`src/logic/sof_timed_watchdog_pkg.sv`:
```
// constants for the frame-timed watchdog
package sof_timed_watchdog_pkg;
  localparam logic [15:0] WATCHDOG_CONTROL_STATUS_ADDR = 16'hff93;
  localparam int KICK_BIT_POS = 0;
  localparam int DISABLE_UPPER_LSB = 1;
  localparam int DISABLE_UPPER_MSB = 5;
  localparam int RESET_CAUSE_POS = 6;
  localparam int DISABLE_LOW_POS = 7;
  localparam logic [4:0] DISABLE_UPPER_RESET = 5'h00;
  localparam logic DISABLE_LOW_RESET = 1'b1;
  localparam logic [4:0] DISABLE_UPPER_KEY = 5'h15;
  localparam logic DISABLE_LOW_KEY = 1'b0;
  localparam int TIMEOUT_MS = 128;
  localparam int TICK_MS = 1;
  localparam int COUNT_WIDTH = 7;
  localparam int TIMEOUT_TICKS = TIMEOUT_MS / TICK_MS;
endpackage

```
`src/logic/frame_tick_counter.sv`:
```
// 7-bit millisecond counter stepped by synchronised frame pulses
`timescale 1ns/1ps
`default_nettype none
module frame_tick_counter
  import sof_timed_watchdog_pkg::*;
#(
  parameter int WIDTH = COUNT_WIDTH
) (
  input wire logic i_clk,
  input wire logic i_resetn,
  input wire logic i_clear,
  input wire logic i_tick,
  output logic o_wrap
);
  if (WIDTH < 1 || WIDTH > 16) begin : g_bad_width
    $error("frame_tick_counter: unsupported width");
  end

  logic [WIDTH-1:0] count_ff;
  logic [WIDTH-1:0] nxt_count;
  logic [WIDTH-1:0] all_ones;
  assign all_ones = '1;
  // wrap when the last millisecond of the window elapses
  assign o_wrap = i_tick && !i_clear && (count_ff == all_ones);
  assign nxt_count = i_clear ? '0 : (i_tick ? count_ff + 1'b1 : count_ff);

  always_ff @(posedge i_clk) begin
    if (!i_resetn) begin
      count_ff <= '0;
    end else begin
      count_ff <= nxt_count;
    end
  end
endmodule
`default_nettype wire

```
`src/logic/sof_timed_watchdog.sv`:
```
// watchdog timed by usb start-of-frame pulses, with its control and status register
`timescale 1ns/1ps
`default_nettype none
// Operation
// - one millisecond tick comes from frame pulses
// - count only while usb connect bit set
// - reset core after 128 ms without kick
// - watchdog runs from reset, no setup
// - disabled only by pattern 101010b
// - writing one to kick restarts period
// - kick bit always reads zero
// - timeout counter is seven bits wide
// - reset cause set after watchdog reset
// - writing one clears reset cause
// - watchdog reset clears memory shadow bit
module sof_timed_watchdog
  import sof_timed_watchdog_pkg::*;
#(
  parameter int TICK_COUNT_WIDTH = COUNT_WIDTH,
  parameter int SYNC_STAGES = 2
) (
  input wire logic i_clk,
  input wire logic i_resetn,
  input wire logic i_sof_pulse,
  input wire logic i_usb_connect_bit,
  input wire logic [15:0] i_addr,
  input wire logic i_wr,
  input wire logic i_rd,
  input wire logic [7:0] i_wdata,
  output logic [7:0] o_rdata,
  output logic o_watchdog_reset,
  output logic o_memory_shadow_clear
);
  // elaboration-time checks
  // fewer than two stages would let a metastable level reach the edge detector
  if (SYNC_STAGES < 2 || SYNC_STAGES > 4) begin : g_bad_sync_depth
    $error("sof_timed_watchdog: unsupported synchroniser depth");
  end

  // the timeout is the counter's wrap, so its width sets the period
  if (TICK_COUNT_WIDTH < 1 || TICK_COUNT_WIDTH > 16) begin : g_bad_count_width
    $error("sof_timed_watchdog: unsupported counter width");
  end

  // one wrap of the counter must span exactly the timeout window
  if ((1 << TICK_COUNT_WIDTH) != TIMEOUT_TICKS) begin : g_bad_window
    $error("sof_timed_watchdog: counter width does not match the timeout");
  end

  // the four fields must tile the byte; an overlap would double-drive the read value
  if (DISABLE_UPPER_LSB != KICK_BIT_POS + 1 || RESET_CAUSE_POS != DISABLE_UPPER_MSB + 1 ||
      DISABLE_LOW_POS != RESET_CAUSE_POS + 1 || DISABLE_LOW_POS != 7) begin : g_bad_field_map
    $error("sof_timed_watchdog: register fields do not tile the byte");
  end

  // a reset pattern equal to the key would leave the timer stopped from power-up
  if ((DISABLE_UPPER_RESET == DISABLE_UPPER_KEY) &&
      (DISABLE_LOW_RESET == DISABLE_LOW_KEY)) begin : g_bad_key
    $error("sof_timed_watchdog: reset pattern already disables the timer");
  end

  // frame pulse and connect level come from the usb engine domain, each through its own chain
  localparam int NUM_ASYNC = 2;
  localparam int SOF_IDX = 0;
  localparam int CONNECT_IDX = 1;
  logic [NUM_ASYNC-1:0] async_in;
  logic [NUM_ASYNC-1:0] async_sync;
  assign async_in = {i_usb_connect_bit, i_sof_pulse};

  genvar gi;
  generate
    for (gi = 0; gi < NUM_ASYNC; gi++) begin : g_sync
      logic [SYNC_STAGES-1:0] chain_ff;
      logic [SYNC_STAGES-1:0] nxt_chain;
      assign nxt_chain = {chain_ff[SYNC_STAGES-2:0], async_in[gi]};
      always_ff @(posedge i_clk) begin
        if (!i_resetn) begin
          chain_ff <= '0;
        end else begin
          chain_ff <= nxt_chain;
        end
      end
      // only the last stage is read; earlier ones may still be settling
      assign async_sync[gi] = chain_ff[SYNC_STAGES-1];
    end
  endgenerate

  logic sof_sync;
  logic sof_prev_ff;
  logic connect_sync;
  assign sof_sync = async_sync[SOF_IDX];
  assign connect_sync = async_sync[CONNECT_IDX];

  // previous level resets to the idle low of the pin, so no false edge follows reset
  always_ff @(posedge i_clk) begin
    if (!i_resetn) begin
      sof_prev_ff <= 1'b0;
    end else begin
      sof_prev_ff <= sof_sync;
    end
  end

  // rising edge of the synchronised pulse marks one millisecond
  // without connect no frames reach us, so gate the tick as well
  logic ms_tick;
  assign ms_tick = sof_sync && !sof_prev_ff && connect_sync;

  // register fields
  logic [4:0] disable_pattern_upper_ff;
  logic disable_pattern_low_ff;
  logic watchdog_reset_cause_ff;
  logic watchdog_reset_ff;

  // bus decode
  logic reg_hit;
  logic reg_write;
  logic reg_read;
  logic kick;
  logic cause_clear;
  logic wd_enabled;
  logic timeout;
  logic timeout_reset;
  logic counter_clear;
  logic field_reset;

  assign reg_hit = (i_addr == WATCHDOG_CONTROL_STATUS_ADDR);
  assign reg_write = reg_hit && i_wr;
  assign reg_read = reg_hit && i_rd;
  assign kick = reg_write && i_wdata[KICK_BIT_POS];
  assign cause_clear = reg_write && i_wdata[RESET_CAUSE_POS];
  assign wd_enabled = !((disable_pattern_upper_ff == DISABLE_UPPER_KEY) &&
                        (disable_pattern_low_ff == DISABLE_LOW_KEY));
  assign timeout_reset = timeout && wd_enabled;
  // a kick or a disabled timer restarts the full window from zero
  assign counter_clear = kick || !wd_enabled || watchdog_reset_ff;
  // the disable fields return to the running pattern on either reset
  assign field_reset = !i_resetn || watchdog_reset_ff;

  // writes land at the strobe edge
  logic [4:0] nxt_disable_pattern_upper;
  logic nxt_disable_pattern_low;
  logic nxt_watchdog_reset_cause;

  assign nxt_disable_pattern_upper = reg_write ? i_wdata[DISABLE_UPPER_MSB:DISABLE_UPPER_LSB]
                                               : disable_pattern_upper_ff;
  assign nxt_disable_pattern_low = reg_write ? i_wdata[DISABLE_LOW_POS] : disable_pattern_low_ff;
  // a timeout in the same cycle as a clear keeps the flag set
  assign nxt_watchdog_reset_cause = timeout ? 1'b1 :
                                    (cause_clear ? 1'b0 : watchdog_reset_cause_ff);

  // a wrap that meets a kick loses, so a late kick still saves the core
  frame_tick_counter #(
    .WIDTH(TICK_COUNT_WIDTH)
  ) u_counter (
    .i_clk(i_clk),
    .i_resetn(i_resetn),
    .i_clear(counter_clear),
    .i_tick(ms_tick),
    .o_wrap(timeout)
  );

  // cause flag survives the watchdog reset; only the external reset or a write of one to the cause bit clears it
  always_ff @(posedge i_clk) begin
    if (!i_resetn) begin
      watchdog_reset_cause_ff <= 1'b0;
    end else begin
      watchdog_reset_cause_ff <= nxt_watchdog_reset_cause;
    end
  end

  // one-cycle pulse; the core and the shadow bit both take it
  always_ff @(posedge i_clk) begin
    if (!i_resetn) begin
      watchdog_reset_ff <= 1'b0;
    end else begin
      watchdog_reset_ff <= timeout_reset;
    end
  end

  always_ff @(posedge i_clk) begin
    if (field_reset) begin
      disable_pattern_upper_ff <= DISABLE_UPPER_RESET;
    end else begin
      disable_pattern_upper_ff <= nxt_disable_pattern_upper;
    end
  end

  // low bit resets to one, so a reset register always runs the timer
  always_ff @(posedge i_clk) begin
    if (field_reset) begin
      disable_pattern_low_ff <= DISABLE_LOW_RESET;
    end else begin
      disable_pattern_low_ff <= nxt_disable_pattern_low;
    end
  end

  // read value built from the field positions
  logic [7:0] read_value;
  logic [7:0] rdata_ff;
  logic [7:0] nxt_rdata;
  assign read_value[KICK_BIT_POS] = 1'b0;
  assign read_value[DISABLE_UPPER_MSB:DISABLE_UPPER_LSB] = disable_pattern_upper_ff;
  assign read_value[RESET_CAUSE_POS] = watchdog_reset_cause_ff;
  assign read_value[DISABLE_LOW_POS] = disable_pattern_low_ff;
  // data reads zero outside the strobe, so a stale value never lingers on the bus
  assign nxt_rdata = reg_read ? read_value : 8'h00;
  always_ff @(posedge i_clk) begin
    if (!i_resetn) begin
      rdata_ff <= 8'h00;
    end else begin
      rdata_ff <= nxt_rdata;
    end
  end

  // outputs
  assign o_rdata = rdata_ff;
  assign o_watchdog_reset = watchdog_reset_ff;
  assign o_memory_shadow_clear = watchdog_reset_ff;
endmodule
`default_nettype wire

```
`config.mk`:
```
export PLATFORM = sky130hd
export DESIGN_NAME = sof_timed_watchdog
export DESIGN_NICKNAME = d
export VERILOG_FILES = /design/src/logic/sof_timed_watchdog_pkg.sv /design/src/logic/frame_tick_counter.sv /design/src/logic/sof_timed_watchdog.sv
export SDC_FILE = /design/constraint.sdc
export NUM_CORES = 1
export LEC_CHECK = 0
export BUFFER_PORTS_ARGS = -buffer_cell sky130_fd_sc_hd__clkbuf_2
export CAP_MARGIN = 20
export CORE_MARGIN = 2
export CORE_UTILIZATION = 40
export DETAILED_ROUTE_END_ITERATION = 12
export PLACE_DENSITY = 0.67
export SLEW_MARGIN = 10
export SYNTH_ARGS = -nofsm -noshare
export SYNTH_HDL_FRONTEND = slang
export SYNTH_SLANG_ARGS = --single-unit
```
`constraint.sdc`:
```
create_clock -name i_clk -period 5.06 [get_ports i_clk]
set_input_delay 0.253 -clock i_clk [delete_from_list [all_inputs] [get_ports i_clk]]
set_output_delay 0.253 -clock i_clk [all_outputs]
set_load 0.01 [all_outputs]
```
* Word-level counts from Yosys, hierarchy flattened
Index checks and enable logic that the tools add are counted.
** Storage, ports and cells
- Flip-flop bits (word level) :: 28
- Bits in latches :: 0
- Memory bits (writable) :: 0
- Memory bits (read-only) :: 0
- Bits of input ports :: 30
- Output and inout bits :: 10
- Logic and storage cells :: 38
- Memories :: 0
** Operators by class
- $add $sub $neg :: 1
- Multiply operators :: 0
- Div/mod/pow operators :: 0
- Magnitude comparators :: 0
- Equality and inequality tests :: 3
- Shifts and indexed selects :: 0
- Muxes and demuxes :: 2
- Bitwise gates (word level) :: 2
- Reductions and logical operators :: 20
** Operators with widths (count)
- $eq A16 B16 Y1 const B :: 1
- $logic_and A1 B1 Y1 :: 10
- $add A7 B1 Y7 const B :: 1
- $eq A7 B7 Y1 const B :: 1
- $eq A5 B5 Y1 const B :: 1
- $logic_not A1 Y1 :: 4
- $logic_or A1 B1 Y1 :: 3
- $mux W1 :: 2
- $not A1 Y1 :: 2
- $reduce_and A2 Y1 :: 1
- $reduce_bool A2 Y1 :: 1
- $reduce_or A2 Y1 :: 1

* Logic depth before layout (Yosys ltp)
- Word-level depth :: 9
- Depth in mapped cells :: 5
- Gate-level depth less buffers :: 5

* Modules after synthesis
Synthesis repeated with hierarchy kept, for this count alone.
** Second synthesis, totals
- Cells, all modules :: 104
- Area total of the unflattened synthesis :: 1033.5 um^2
** By module, submodules not included
- sof_timed_watchdog :: times used 1, cells an instance 73, area each 739.5 um^2, sequential area each 400.4 um^2
- frame_tick_counter :: times used 1, cells an instance 31, area each 294.0 um^2, sequential area each 140.1 um^2

* Worst setup path after synthesis
Ideal clock, no wire load.
- Path type :: input to register
- From :: input port i_addr[2]
- To :: register u_counter.count_ff[0]
- Library setup time :: 120 ps
- Arrival time :: 1699 ps
- Data required time :: 4940 ps
- Setup slack :: 3241 ps
- Stages on the path :: 5
- Buffers on the path :: 1
- Cells stage by stage :: or4b_4 or4_4 buf_6 o21ai_4 nor2_1
** On the way
- Cells in the longest elaborated chain, start to end :: 6
** Ends and longest elaborated chain
- from (decl) :: RTL line sof_timed_watchdog.sv:26 : input wire logic [15:0] i_addr,
- $eq A16 B16 Y1 :: RTL line sof_timed_watchdog.sv:126 : assign reg_hit = (i_addr == WATCHDOG_CONTROL_STATUS_ADDR);
- $logic_and A1 B1 Y1 :: RTL line sof_timed_watchdog.sv:127 : assign reg_write = reg_hit && i_wr;
- $logic_and A1 B1 Y1 :: RTL line sof_timed_watchdog.sv:129 : assign kick = reg_write && i_wdata[KICK_BIT_POS];
- $logic_or A1 B1 Y1 (2 in a row) :: RTL line sof_timed_watchdog.sv:135 : assign counter_clear = kick || !wd_enabled || watchdog_reset_ff;
- $reduce_or A2 Y1 (no line)
- to (signal assigned) :: RTL line frame_tick_counter.sv:31 : count_ff <= nxt_count;
- to (decl) :: RTL line frame_tick_counter.sv:19 : logic [WIDTH-1:0] count_ff;
No other way between the ends.
A chain may end at the register's enable or synchronous reset.

* Worst setup path after layout
- From :: input port i_addr[2]
- To :: register watchdog_reset_cause_ff
** On the way
- Cells in the longest elaborated chain, start to end :: 9
- Elaborated cells between the ends (all ways) :: 11
- Those cells by class :: eq/ne (1); mux (1); reduce/logical (9)
** Ends and longest elaborated chain
- $eq A16 B16 Y1 * :: RTL line sof_timed_watchdog.sv:126
- $logic_and A1 B1 Y1 * :: RTL line sof_timed_watchdog.sv:127
- $logic_and A1 B1 Y1 :: RTL line sof_timed_watchdog.sv:129
- $logic_or A1 B1 Y1 (2 in a row) :: RTL line sof_timed_watchdog.sv:135
- $logic_not A1 Y1 :: RTL line frame_tick_counter.sv:24 : assign o_wrap = i_tick && !i_clear && (count_ff == all_ones);
- $logic_and A1 B1 Y1 (2 in a row) :: RTL line frame_tick_counter.sv:24
- $mux W1 or $reduce_bool A2 Y1 (tied branches)
- to (signal assigned) :: RTL line sof_timed_watchdog.sv:167 : watchdog_reset_cause_ff <= nxt_watchdog_reset_cause;
- to (decl) :: RTL line sof_timed_watchdog.sv:111 : logic watchdog_reset_cause_ff;
Mark *: on every way between the ends. The rest lies on a longest branch, timed or not.

==> results.md <==
- Outcome: complete, no violations
- Achievable frequency: roughly 630 MHz
- Violation count after the first detailed-routing iteration: 12
- Number of antenna violations at the first check in global routing: 0
- Fin Clk Skew: around 2.7 ps
- Pre-Repair DR Iteration Count: 4
- Final core utilization: 0.5145
- Overflow after GRT: 0
- Placed wire-length estimate: between 1.5 and 2 mm
- Final max-slew violation count: 0
- Syn avg cell area: between 9 and 10 sq um
- Max rail drop VDD: between 100 and 150 uV
- Sort of element at the start of the critical path: input port
- Instance area at placement: about 0.0013 sq mm
- Count of input and output buffers: 38
- Setup violators final: 0
- Total Neg Setup Slack: 0 ps
- Number of nets still failing antenna checks after routing: 0
- Overall power after layout: between 300 and 400 uW
- Pre-CTS setup slack: between 3000 and 4000 ps
- Starting Density: 0.4259
- Vias per std cell: 4.971
- Worst hold stages: 2
- Average routed wire per standard cell: between 10 and 15 um
- GRT Resource Usage Total: 0.1425
- Area growth from synthesis to layout: 20.80%
- Vias in the first global route: about 830
- Core area: approximately 0.0025 sq mm
- Level count of the clock H-tree: 1
- Shortest clock period the worst path allows after layout: 1595 ps
- Sequential share of the synthesized area: 0.5076
- Sink Count: 27
- Number of cells produced by synthesis: 107
- Final net count: around 180
- Net Count, Synth: between 100 and 150
- Insertion delay of the later-clocked pin in the worst-skew pair: between 300 and 400 ps
- Clock slew at reported path FFs: 130 ps
- Post-CTS repair timing setup buffer count: 0
- # Max-Cap Violations: 0
- Worst rel slew slack: 0.6014
- Portion of synthesized cell area occupied by the leading cell type: 0.5076
- Clock buffers created by TritonCTS: 3
- Hold buffers post-CTS: 0
- Unrepaired setup endpoints after global routing: no
- Final routed wirelength across all metal layers: 2.031 mm
- Endpoints failing hold: 0
- Top cells by area, synth: sky130_fd_sc_hd__dfxtp_1 (51%), sky130_fd_sc_hd__and2_1 (7.1%), sky130_fd_sc_hd__nand3_1 (4.2%), sky130_fd_sc_hd__o21ai_1 (2.8%), sky130_fd_sc_hd__nor2_1 (2.5%)
- Depth of the worst register-to-register path: 5
- # rows: 18
- Portion of the clock cycle consumed by the worst path in the final layout: 0.3151
- Met1 wire length: between 800 and 900 um
- Share of layout cells above drive strength 1: 0.3194
- Critical setup path kind: input port to flip-flop
- Top metal layer carrying routed signals: met4
- Worst-case setup margin in the final layout: between 3000 and 4000 ps
- Areal power density over the cells: about 250 mW/mm^2
- Required time of the worst setup path: 5290 ps
- Leakage Power: 0.5495 nW
- Number of distinct standard cells referenced by the synthesized netlist: 35
- Die extent in y: 55.60 um
- Final Cell Area: 0.001286 sq mm
- Total vias in the final route: approximately 870
- Flip-flop and latch count after synthesis: 27
- Actual transition at the worst max-transition pin: 593.0 ps
- I/O pin total: 40
- Pin count of the biggest net entering global routing: 16
- TritonCTS clock tree: built
- First-pass GRT wire length: approximately 3.5 mm
- Worst path arrival time: about 1800 ps
- Worst Setup End Kind: flip-flop
- Post-Synthesis Cell Area: 0.001065 sq mm
- Path category of the worst min-delay check: input port to flip-flop
- CTS Root Cell: sky130_fd_sc_hd__clkbuf_4
- Count of antenna diodes in the layout: 0
- Die outline area: between 0.003 and 0.004 sq mm
- Count of cells resized by post-cts repair: 0
- Maximum fanout encountered on the critical timing path: 7
- Amount of wire on met2 after detailed routing: slightly below 1 mm
- Max clock buf depth: 2
- Ys Warns: 0
- DIE WIDTH: 55.60 um
- Most area-hungry cell type in the Yosys netlist: sky130_fd_sc_hd__dfxtp_1
- Routed wl met3: about 110 um
- Count of unresolved DRC violations after routing: 0
- GPL Wtd Cong: approximately 0.73
==> state kept, by name, indices dropped and copies added, names as in the netlist <==
signal and cells:
o_rdata 7, disable_pattern_low_ff 1, u_counter.count_ff 7, g_sync.chain_ff 4, watchdog_reset_cause_ff 1, o_memory_shadow_clear 1
disable_pattern_upper_ff 5, sof_prev_ff 1
==> cell usage in the layout, fill, tap and decap left out, types with 2 or more instances in the layout <==
| cell type | instances |
|---|---|
| sky130_fd_sc_hd__nand2b_1 | 2 |
| sky130_fd_sc_hd__nor2_1 | 7 |
| sky130_fd_sc_hd__nand3_1 | 9 |
| sky130_fd_sc_hd__xnor2_1 | 3 |
| sky130_fd_sc_hd__o21ai_1 | 6 |
| sky130_fd_sc_hd__a21oi_1 | 5 |
| sky130_fd_sc_hd__and2_1 | 12 |
| sky130_fd_sc_hd__and3_1 | 2 |
| sky130_fd_sc_hd__inv_1 | 2 |
| sky130_fd_sc_hd__nand4_1 | 3 |
| sky130_fd_sc_hd__clkbuf_4 | 3 |
| sky130_fd_sc_hd__dfxtp_1 | 27 |
| sky130_fd_sc_hd__clkbuf_2 | 38 |
| sky130_fd_sc_hd__xor2_1 | 3 |
| sky130_fd_sc_hd__nand2_1 | 3 |
==> critical path, cell delays in order <==
cell	delay, ps
sky130_fd_sc_hd__clkbuf_2	80
sky130_fd_sc_hd__or4b_4	550
sky130_fd_sc_hd__nor4_2	570
sky130_fd_sc_hd__nand3_1	140
sky130_fd_sc_hd__a31o_1	230
==> cells in the mapped netlist <==
cell type	n
sky130_fd_sc_hd__dfxtp_1	27
sky130_fd_sc_hd__and2_1	12
sky130_fd_sc_hd__nand3_1	9
sky130_fd_sc_hd__nor2_1	7
sky130_fd_sc_hd__o21ai_1	6
sky130_fd_sc_hd__a21oi_1	5
sky130_fd_sc_hd__nand2_1	3
sky130_fd_sc_hd__nand4_1	3
sky130_fd_sc_hd__xnor2_1	3
sky130_fd_sc_hd__xor2_1	3
sky130_fd_sc_hd__and3_1	2
sky130_fd_sc_hd__buf_4	2
sky130_fd_sc_hd__inv_1	2
sky130_fd_sc_hd__nand2b_1	2
sky130_fd_sc_hd__a311oi_1	1
sky130_fd_sc_hd__a31o_1	1
sky130_fd_sc_hd__and3b_1	1
sky130_fd_sc_hd__and4_1	1
sky130_fd_sc_hd__and4b_1	1
sky130_fd_sc_hd__buf_1	1
sky130_fd_sc_hd__buf_6	1
sky130_fd_sc_hd__clkbuf_1	1
sky130_fd_sc_hd__conb_1	1
sky130_fd_sc_hd__ha_1	1
sky130_fd_sc_hd__mux2i_1	1
sky130_fd_sc_hd__nand4b_1	1
sky130_fd_sc_hd__nor2b_1	1
sky130_fd_sc_hd__nor4_1	1
sky130_fd_sc_hd__nor4_2	1
sky130_fd_sc_hd__o2111ai_1	1
sky130_fd_sc_hd__o21a_1	1
sky130_fd_sc_hd__o21ai_4	1
sky130_fd_sc_hd__or4_4	1
sky130_fd_sc_hd__or4b_4	1
sky130_fd_sc_hd__or4bb_1	1
==> worst paths after layout <==
check | slack [ps] | from | end
setup / recovery | 3470 | i_addr[2] | watchdog_reset_cause_ff$_SDFFE_PN0P_
hold / removal | 130 | i_usb_connect_bit | g_sync[1].chain_ff[0]$_SDFF_PN0_
setup reg to reg | 3580 | u_counter.count_ff[0]$_SDFFE_PP0P_ | watchdog_reset_cause_ff$_SDFFE_PN0P_
hold reg to reg | 450 | g_sync[1].chain_ff[0]$_SDFF_PN0_ | g_sync[1].chain_ff[1]$_SDFF_PN0_
==> layout make-up <==
cell class / instances / area (sq um)
Tap cell: 30 / 37.54
Multi-Input combinational cell: 73 / 483.0
Inverter: 2 / 7.507
Timing Repair Buffer: 38 / 190.2
Clock buffer: 3 / 22.52
Sequential cell: 27 / 540.5
Fill cell: 242 / 1214
Clock inverter: 1 / 5.005
==> power by group <==
part	switching, mW	internal [mW]
Clock	0.0599	0.0297
Combinational	0.00934	0.0109
Sequential	0.000664	0.214
==> routing by layer <==
metal | vias up | global-route usage
met5 | - | 0
met4 | 0 | 0.08362
met3 | 5 | 0.02326
met2 | 29 | 0.2466
met1 | 384 | 0.1642
li1 | 447 | -
==> through the flow <==
stage	hold WS (ps)	std cells
floorplan	374.7	107
global placement	417.1	170
detailed placement	426.7	170
CTS	118.2	174
global route	127.4	174
finish	126.5	174
==> logic make-up (layout without fill, tap and decap cells) <==
family,count (synthesis),after routing,synth area share
AO/OA/AOI/OAI,16,16,0.09872
multiplexers,1,1,0.009401
buffers and inverters,7,44,0.03877
XOR/XNOR,6,6,0.04936
AND/OR/NAND/NOR,48,48,0.2808
flip-flops,27,27,0.5076
adder cells (fa/ha/maj),1,1,0.01175
other,1,1,0.003522
Power figures use the tool's default switching activity.
